--- src/shared/wfpd_pkg.sv ---
`default_nettype none
package wfpd_pkg;
   localparam int NUM_FILTERS      = 4;
   localparam int FILTER_WORDS     = 8;
   localparam int MASK_BITS        = 31;
   // Filter word indices in load order
   localparam logic [2:0] WORD_CMD     = 3'h4;
   localparam logic [2:0] WORD_OFFSET  = 3'h5;
   localparam logic [2:0] WORD_CRC_LO  = 3'h6;
   localparam logic [2:0] WORD_CRC_HI  = 3'h7;
   // Field positions
   localparam int CMD_STRIDE       = 8;
   localparam int CMD_ENABLE_BIT   = 0;
   localparam int CMD_MCAST_BIT    = 3;
   localparam int OFFSET_STRIDE    = 8;
   localparam int CRC_STRIDE       = 16;
   localparam logic [15:0] CRC_INIT = 16'hffff;
   localparam logic [15:0] CRC_POLY = 16'h8005;
   localparam logic [7:0]  OFFSET_MAX = 8'hff;
   localparam logic [7:0]  DEST_ADDR_BYTES = 8'h06;
endpackage : wfpd_pkg
`default_nettype wire

--- src/rtl/wfpd_detector.sv ---
`default_nettype none
module wfpd_detector #(
   parameter int NUM_FILTERS = wfpd_pkg::NUM_FILTERS
) (
   input  wire logic        clk_sys_in,
   input  wire logic        rst_in,
   // Filter register port
   input  wire logic        filter_wr_in,
   input  wire logic [31:0] filter_wdata_in,
   input  wire logic        filter_rd_in,
   output logic      [31:0] filter_rdata_out,
   // Control and status bits
   input  wire logic        wake_frame_enable_in,
   input  wire logic        low_power_state_in,
   input  wire logic        irq_select_in,
   input  wire logic        pme_select_in,
   input  wire logic        flag_clear_in,
   input  wire logic        broadcast_disable_in,
   // Receive stream, bytes from the destination address onward
   input  wire logic        rx_sof_in,
   input  wire logic        rx_valid_in,
   input  wire logic [7:0]  rx_data_in,
   input  wire logic        rx_eof_in,
   input  wire logic        rx_fcs_ok_in,
   input  wire logic        rx_addr_match_in,
   // Outputs
   output logic             detect_active_out,
   output logic             normal_rx_enable_out,
   output logic             wake_frame_received_flag_out,
   output logic             host_irq_out,
   output logic             power_event_signal_out
);
   logic [31:0] filter_word_reg [wfpd_pkg::FILTER_WORDS];
   logic [2:0]  wr_index_reg;
   logic [2:0]  rd_index_reg;
   logic [7:0]  byte_pos_reg;
   logic        frame_open_reg;
   logic        is_mcast_reg;
   logic        is_broadcast_disable_reg;
   logic [NUM_FILTERS-1:0] hit;
   logic        active;
   logic        wake_event;

   // Low power forces detection regardless of the enable bit
   assign active = wake_frame_enable_in | low_power_state_in;

   // Filter words are loaded in a fixed order through one register
   always_ff @(posedge clk_sys_in or posedge rst_in) begin
      if (rst_in) begin
         wr_index_reg <= 3'h0;
         for (int i = 0; i < wfpd_pkg::FILTER_WORDS; i++) begin
            filter_word_reg[i] <= 32'h0;
         end
      end else if (filter_wr_in) begin
         // Bit 31 of each mask word is forced low
         if (wr_index_reg < wfpd_pkg::WORD_CMD) begin
            filter_word_reg[wr_index_reg] <= {1'b0, filter_wdata_in[30:0]};
         end else begin
            filter_word_reg[wr_index_reg] <= filter_wdata_in;
         end
         wr_index_reg <= wr_index_reg + 3'h1; // wraps after eighth
      end
   end

   // Reads walk the same order, with their own pointer
   // Reading never moves the write order, so a check read cannot corrupt a load
   always_ff @(posedge clk_sys_in or posedge rst_in) begin
      if (rst_in) begin
         rd_index_reg     <= 3'h0;
         filter_rdata_out <= 32'h0;
      end else if (filter_rd_in) begin
         filter_rdata_out <= filter_word_reg[rd_index_reg];
         rd_index_reg     <= rd_index_reg + 3'h1;
      end
   end

   // Frame position and multicast type from the first destination byte, broadcast from all six
   always_ff @(posedge clk_sys_in or posedge rst_in) begin
      if (rst_in) begin
         byte_pos_reg   <= 8'h0;
         frame_open_reg <= 1'b0;
         is_mcast_reg   <= 1'b0;
         is_broadcast_disable_reg   <= 1'b0;
      end else if (rx_valid_in && rx_sof_in) begin
         byte_pos_reg   <= 8'h1; // offset zero is this byte
         frame_open_reg <= !rx_eof_in;
         is_mcast_reg   <= rx_data_in[0];
         is_broadcast_disable_reg   <= rx_data_in == 8'hff;
      end else if (rx_valid_in && frame_open_reg) begin
         // Saturates at OFFSET_MAX; every later byte keeps that position, so it can still fall in a window
         if (byte_pos_reg != wfpd_pkg::OFFSET_MAX) begin
            byte_pos_reg <= byte_pos_reg + 8'h1;
         end
         // Broadcast only if every destination byte reads all ones
         if (byte_pos_reg < wfpd_pkg::DEST_ADDR_BYTES && rx_data_in != 8'hff) begin
            is_broadcast_disable_reg <= 1'b0;
         end
         if (rx_eof_in) begin
            frame_open_reg <= 1'b0;
         end
      end
   end

   // One CRC engine per filter, fed only by masked bytes
   genvar g;
   generate
      for (g = 0; g < NUM_FILTERS; g++) begin : g_filter
         logic [7:0]  cmd;
         logic [7:0]  offset;
         logic [15:0] ref_crc;
         logic [30:0] mask;
         logic [7:0]  rel;
         logic        in_win;
         logic        take;
         logic [15:0] crc_next;
         logic [15:0] crc_reg;
         logic [15:0] crc_now;
         logic        type_ok;
         assign cmd     = filter_word_reg[wfpd_pkg::WORD_CMD][g*wfpd_pkg::CMD_STRIDE +: 8];
         assign offset  = filter_word_reg[wfpd_pkg::WORD_OFFSET][g*wfpd_pkg::OFFSET_STRIDE +: 8];
         assign ref_crc = filter_word_reg[(g < 2) ? wfpd_pkg::WORD_CRC_LO : wfpd_pkg::WORD_CRC_HI]
                                         [(g % 2)*wfpd_pkg::CRC_STRIDE +: 16];
         assign mask    = filter_word_reg[g][30:0];
         assign rel     = (rx_sof_in ? 8'h0 : byte_pos_reg) - offset;
         assign in_win  = (rx_sof_in ? 8'h0 : byte_pos_reg) >= offset && rel < 8'(wfpd_pkg::MASK_BITS);
         assign take    = rx_valid_in && (rx_sof_in || frame_open_reg) && in_win
                          && mask[rel[4:0]];
         // Bitwise CRC-16 over one byte, LSB first
         always_comb begin
            logic [15:0] c;
            c = rx_sof_in ? wfpd_pkg::CRC_INIT : crc_reg;
            for (int b = 0; b < 8; b++) begin
               if (c[15] ^ rx_data_in[b]) begin
                  c = {c[14:0], 1'b0} ^ wfpd_pkg::CRC_POLY;
               end else begin
                  c = {c[14:0], 1'b0};
               end
            end
            crc_next = c;
         end
         always_ff @(posedge clk_sys_in or posedge rst_in) begin
            if (rst_in) begin
               crc_reg <= wfpd_pkg::CRC_INIT;
            end else if (rx_valid_in && rx_sof_in) begin
               crc_reg <= take ? crc_next : wfpd_pkg::CRC_INIT;
            end else if (take) begin
               crc_reg <= crc_next;
            end
         end
         // The closing byte may itself be masked in, so judge on the updated CRC
         assign crc_now = take ? crc_next : crc_reg;
         // Multicast filters also accept broadcast, as broadcast is multicast
         assign type_ok = cmd[wfpd_pkg::CMD_MCAST_BIT] ? is_mcast_reg : !is_mcast_reg;
         assign hit[g]  = cmd[wfpd_pkg::CMD_ENABLE_BIT] && type_ok
                          && crc_now == ref_crc;
      end
   endgenerate

   // Verdict at frame end, only for good frames; broadcast disable not consulted
   assign wake_event = active && rx_valid_in && rx_eof_in && frame_open_reg && !rx_sof_in
                       && rx_fcs_ok_in
                       && (rx_addr_match_in || is_broadcast_disable_reg)
                       && |hit;

   // Mode outputs
   always_ff @(posedge clk_sys_in or posedge rst_in) begin
      if (rst_in) begin
         detect_active_out    <= 1'b0;
         normal_rx_enable_out <= 1'b1;
      end else begin
         detect_active_out    <= active;
         normal_rx_enable_out <= !active;
      end
   end

   // Sticky flag; a new event beats a same-cycle clear
   always_ff @(posedge clk_sys_in or posedge rst_in) begin
      if (rst_in) begin
         wake_frame_received_flag_out <= 1'b0;
      end else if (wake_event) begin
         wake_frame_received_flag_out <= 1'b1;
      end else if (flag_clear_in) begin
         wake_frame_received_flag_out <= 1'b0;
      end
   end

   // Notification follows the flag so it holds until cleared
   always_ff @(posedge clk_sys_in or posedge rst_in) begin
      if (rst_in) begin
         host_irq_out           <= 1'b0;
         power_event_signal_out <= 1'b0;
      end else begin
         host_irq_out           <= irq_select_in && (wake_event || (wake_frame_received_flag_out && !flag_clear_in));
         power_event_signal_out <= pme_select_in && (wake_event || (wake_frame_received_flag_out && !flag_clear_in));
      end
   end

   // Broadcast disable only gates normal reception, which lives outside this block
   logic unused_ok;
   assign unused_ok = broadcast_disable_in; // deliberately ignored
endmodule : wfpd_detector
`default_nettype wire

--- config.mk ---
export PLATFORM = sky130hd
export DESIGN_NAME = wfpd_detector
export DESIGN_NICKNAME = d
export VERILOG_FILES = /design/src/shared/wfpd_pkg.sv /design/src/rtl/wfpd_detector.sv
export SDC_FILE = /design/constraint.sdc
export NUM_CORES = 1
export LEC_CHECK = 0
export BUFFER_PORTS_ARGS = -buffer_cell sky130_fd_sc_hd__buf_2
export CAP_MARGIN = 20
export CORE_MARGIN = 2
export CORE_UTILIZATION = 35
export DETAILED_ROUTE_END_ITERATION = 10
export SETUP_SLACK_MARGIN = 0.15
export SYNTH_ARGS = -nofsm -noshare
export SYNTH_HDL_FRONTEND = slang
export SYNTH_SLANG_ARGS = --single-unit
--- constraint.sdc ---
create_clock -name clk_sys_in -period 14 [get_ports clk_sys_in]
set_input_delay 0 -clock clk_sys_in [delete_from_list [all_inputs] [get_ports clk_sys_in]]
set_output_delay 0 -clock clk_sys_in [all_outputs]
set_load 0.05 [all_outputs]
==> summary by stage <==
Run status
The flow ran to the end, and the final reports show no timing, DRC or antenna violations.

Global routing
The number of global-route vias before repair is 15413. The total overflow left after global routing is 0. The pin count of the biggest net entering global routing is 169.

The first global-routing pass estimated 97100 µm of wire. The initial antenna violation count is 0. The global routing usage summed across all routing layers is 19.9%.

Layout
Summing all multi-input logic gate instances after layout gives 0.0114 mm². The antenna cell count is 0. The share of the core filled with cells is 40.4%. Relative to the synthesized area, the layout overhead comes to 15.0%.

The footprint of the flip-flops and latches is 0.00945 mm². Once layout is complete, the cells apart from fillers number 2752. The layout has 5723 filler cells. The number of nets at the end of the flow is 2025. Of the cells placed in the final design, the portion with a size suffix greater than 1 is 31.9%.

Worst hold path
The terminating pin of the worst hold path is wake_frame_received_flag_out. The source of the worst hold timing path is flag_clear_in. The class of the most critical hold timing path is input pin to flip-flop.

The worst hold path depth is 4.

Placement
OpenSTA, run right after detailed placement, puts the worst setup slack at 7.27 ns. Routability-driven placement finished with a final weighted congestion of 0.937. The total half-perimeter wirelength after legalization and detailed placement is 44200 µm. The count of port buffers added during placement is 90. Counting tap cells, the placed design contains a total of 2626 instances.

Power and ir drop
The power share of the clock group is 19.6%. Sequential cells burn 34.3% of the power. The part of the power in combinational logic is 46.2%. Summed over all cells, the static leakage comes to 10.3 nW. The internal cell power is 0.00356 W. IR analysis of the VDD net gives a maximum drop of 0.000140 V. The switching component of the power is 0.00240 W. Dividing total power by cell area gives a power density of 240 mW/mm².

The switching power as a share of total power is 40.3%.

Clocking
The tree built by TritonCTS fans out to 374 sinks. TritonCTS built the clock tree. Clock-pin slew was measured on the worst setup and hold paths at 0.06 ns. In this run, post-CTS repair resized a total of 0 instances. The cell sitting at the root of the clock tree is a clkbuf_16. The number of hold buffers added after CTS was 47.

The maximum clock path buffer count is 3. For the worst-skew pair, the clock arrives at the later sink with an insertion delay of 0.59 ns. The post-CTS setup buffer count is 0. The H-tree was split into 2 levels.

The number of buffers created by CTS is 43.

Timing
The clock skew after layout is 0.0319 ns. Setup violations remaining at the end of the flow were counted as 0. The max-slew violation count is 0. The slew at the pin closest to its max-slew limit is 1.08 ns. Setup repair after global routing left no endpoint under its margin.

For the finished layout, the period the worst path requires is 6.34 ns. On the final layout, the worst hold slack is 0.0208 ns. The hold violation count in the final report is 0. The headroom to the max-slew limit is 27.9%. Dividing the final minimum period by the clock period gives 45.3%. Setup slack closes at 7.66 ns. For the final routed database, the setup TNS stands at 0 ns.

Based on the critical path, the design can be clocked at up to 158 MHz.

Logic synthesis
During synthesis, Yosys emitted a total of 0 warnings. The largest total area in the synthesized netlist belongs to dfrtp_1. After synthesis the netlist holds a flip-flop and latch count of 374.

The number of instances in the synthesized netlist is 1830. The main flop type after synthesis is dfrtp_1. Of the post-synthesis cell area, the dominant cell type holds 35.8%. Counting distinct cell types in the post-synthesis netlist gives 78. The cell area after synthesis is 0.0216 mm². The sequential element share of the synthesized area is 43.8%.

The average instance in the mapped netlist occupies 11.8 µm². Ranked by total cell area, the synthesized netlist is headed by dfrtp_1, mux2_2, mux4_2. For this run, asynchronously set or reset flops after synthesis account for 100%. Counting every net in the synthesized netlist gives 1924.

In this run, synthesis inferred 0 flip-flops with an integrated enable.

Worst setup path
The endpoint arrival time on the critical path is 6.83 ns. The maximum fanout along the worst path is 23. The worst register-to-register path has a setup slack of 7.66 ns. The worst setup path is launched from a flip-flop. The largest single stage delay on the critical path is 1.02 ns. Measured in cells, the most critical reg-to-reg path has a length of 16.

The slowest stage of the critical path belongs to the cell fa_1. For the worst setup path, the data required time is 14.49 ns. The endpoint class of the critical path is a flip-flop. The critical path goes through nand2_1, ha_1, inv_1, fa_1, mux4_2, o21ai_0, nand3_1, nand4b_1, nor2_2, buf_4, mux2i_1, a2111oi_0, nand4_1, nor4_1, a2111oi_4, nor2_1. The worst setup path is of the flip-flop to flip-flop kind. The reg-to-reg startpoint is byte_pos_reg[0]. The worst flop-to-flop path endpoint is power_event_signal_out.

Detailed routing
Using the TritonRoute via totals, the vias-per-cell ratio works out to 5.57. In this run the remaining antenna-violating nets after routing total 0. The total number of vias is 15339. For this block, the routed nets add up to 63000 µm of wire. The DRC violations left is 0. The average wire per cell in the routed design is 22.9 µm. The initial DRC count is 1374. The first-pass iteration count of the detailed router is 6.

Run
The number of max-cap violations is 0.

Floorplanning
The floorplan has 91 rows. The initial utilization of the core area, before any placement, comes to 35.2%. The core box area is 0.0614 mm². The total die area is 0.0636 mm². The vertical extent of the die is 252 µm. 92 I/O pins were placed. The width of the chip is 252 µm.
==> worst max-delay path by stage <==
stage,from,end,slack (ns),depth (start not counted)
after detailed placement,rx_sof_in,wake_frame_received_flag_out,7.27,19
after global routing,byte_pos_reg[0],power_event_signal_out,7.23,16
after CTS,byte_pos_reg[0],power_event_signal_out,7.65,16
after global placement,rx_sof_in,power_event_signal_out,7.43,19
after floorplan,rst_in,asynchronous set/reset pin,3.72,1
final,byte_pos_reg[0],power_event_signal_out,7.66,16
==> power groups by stage <==
| stage | registers (W) | logic (W) | clock network [W] |
|---|---|---|---|
| 2_1_floorplan | 0.00194 | 0.00193 | 0 |
| 3_3_place_gp | 0.00204 | 0.00267 | 0 |
| 3_5_place_dp | 0.00207 | 0.00270 | 0 |
| 4_1_cts | 0.00205 | 0.00273 | 0.00119 |
| 5_1_grt | 0.00210 | 0.00292 | 0.00123 |
| 6_report | 0.00204 | 0.00275 | 0.00117 |
==> critical path: cells and delay by family (launching register included) <==
kind,cells,cell delay [ns]
and+or+nand+nor,7,2.39
DFF,1,0.41
muxes,2,0.74
AOI/OAI and AO/OA,3,1.07
adders and majority gates,2,1.27
buffers and inverters,2,0.35
==> per-layer routing <==
layer	GRT usage, %	vias up	share of wire (%)	wire length, µm
met3	3.05	107	5.7	3560
met4	5.53	0	2.6	1610
met2	31.4	460	46	29100
li1	-	6808	-	-
met5	0	-	0	0
met1	28.4	7964	46	28700
==> metrics by stage <==
stage	power, W	area, µm²
3_3_place_gp	0.00471	22800
4_1_cts	0.00597	24700
2_1_floorplan	0.00388	21600
6_report	0.00596	24800
5_1_grt	0.00626	24800
3_5_place_dp	0.00477	22800
==> cells in the final DEF (no fill, tap or decap), types with 6 or more instances in the layout <==
cell type	n
clkbuf_16	43
a211oi_1	6
dfrtp_1	306
or2_2	7
mux2i_1	80
buf_4	20
nor2b_1	15
inv_1	78
and3_1	9
nor3_1	44
clkbuf_8	12
dlygate4sd3_1	47
nor4_1	11
mux4_2	96
nor2_1	143
xor2_1	52
buf_2	90
dfstp_2	65
ha_1	35
clkbuf_1	11
nand4_1	16
xnor2_1	123
nand2b_1	8
o21ai_0	42
a21o_1	6
mux2_2	258
nand3_1	20
a21oi_1	89
o21a_1	7
nand2_1	76
o22ai_1	9
==> logic make-up (layout without fill, tap and decap cells) <==
| logic type | Yosys count | after routing | share of synthesized area, % |
|---|---|---|---|
| adder cells (fa/ha/maj) | 39 | 39 | 2.40 |
| XOR/XNOR | 186 | 186 | 8.11 |
| flip-flops | 374 | 374 | 43.8 |
| multiplexers | 435 | 435 | 27.3 |
| AND/OR/NAND/NOR | 382 | 382 | 8.33 |
| buffers and inverters | 185 | 317 | 3.36 |
| AO/OA/AOI/OAI | 229 | 229 | 6.77 |
==> final cells by class <==
class,instances,share of cell area [%]
repair buffers,161,4.67
clock inverters,10,0.716
flip-flops and latches,374,38.1
multi-input cells,1271,46.1
well taps,790,3.99
inverters,80,1.24
clock buffers,66,5.17
==> cell usage after synthesis, types with 6 or more instances <==
library cell  count
dfstp_2          65
a211oi_1          6
and3_1            9
a21o_1            6
ha_1             35
inv_1            79
o22ai_1           9
o21a_1            7
nor2_1          143
buf_1            13
nor3_1           46
nand2_1          76
a21oi_1          89
xnor2_1         123
nor2b_1          15
nand4_1          16
dfrtp_1         309
xor2_1           52
clkbuf_1         79
nor3b_1           6
mux2i_1          80
mux4_2           96
mux2_2          258
nor4_1           11
o21ai_0          42
buf_2             9
or2_2             7
nand3_1          20
nand2b_1          8
Power figures use the tool's default switching activity.
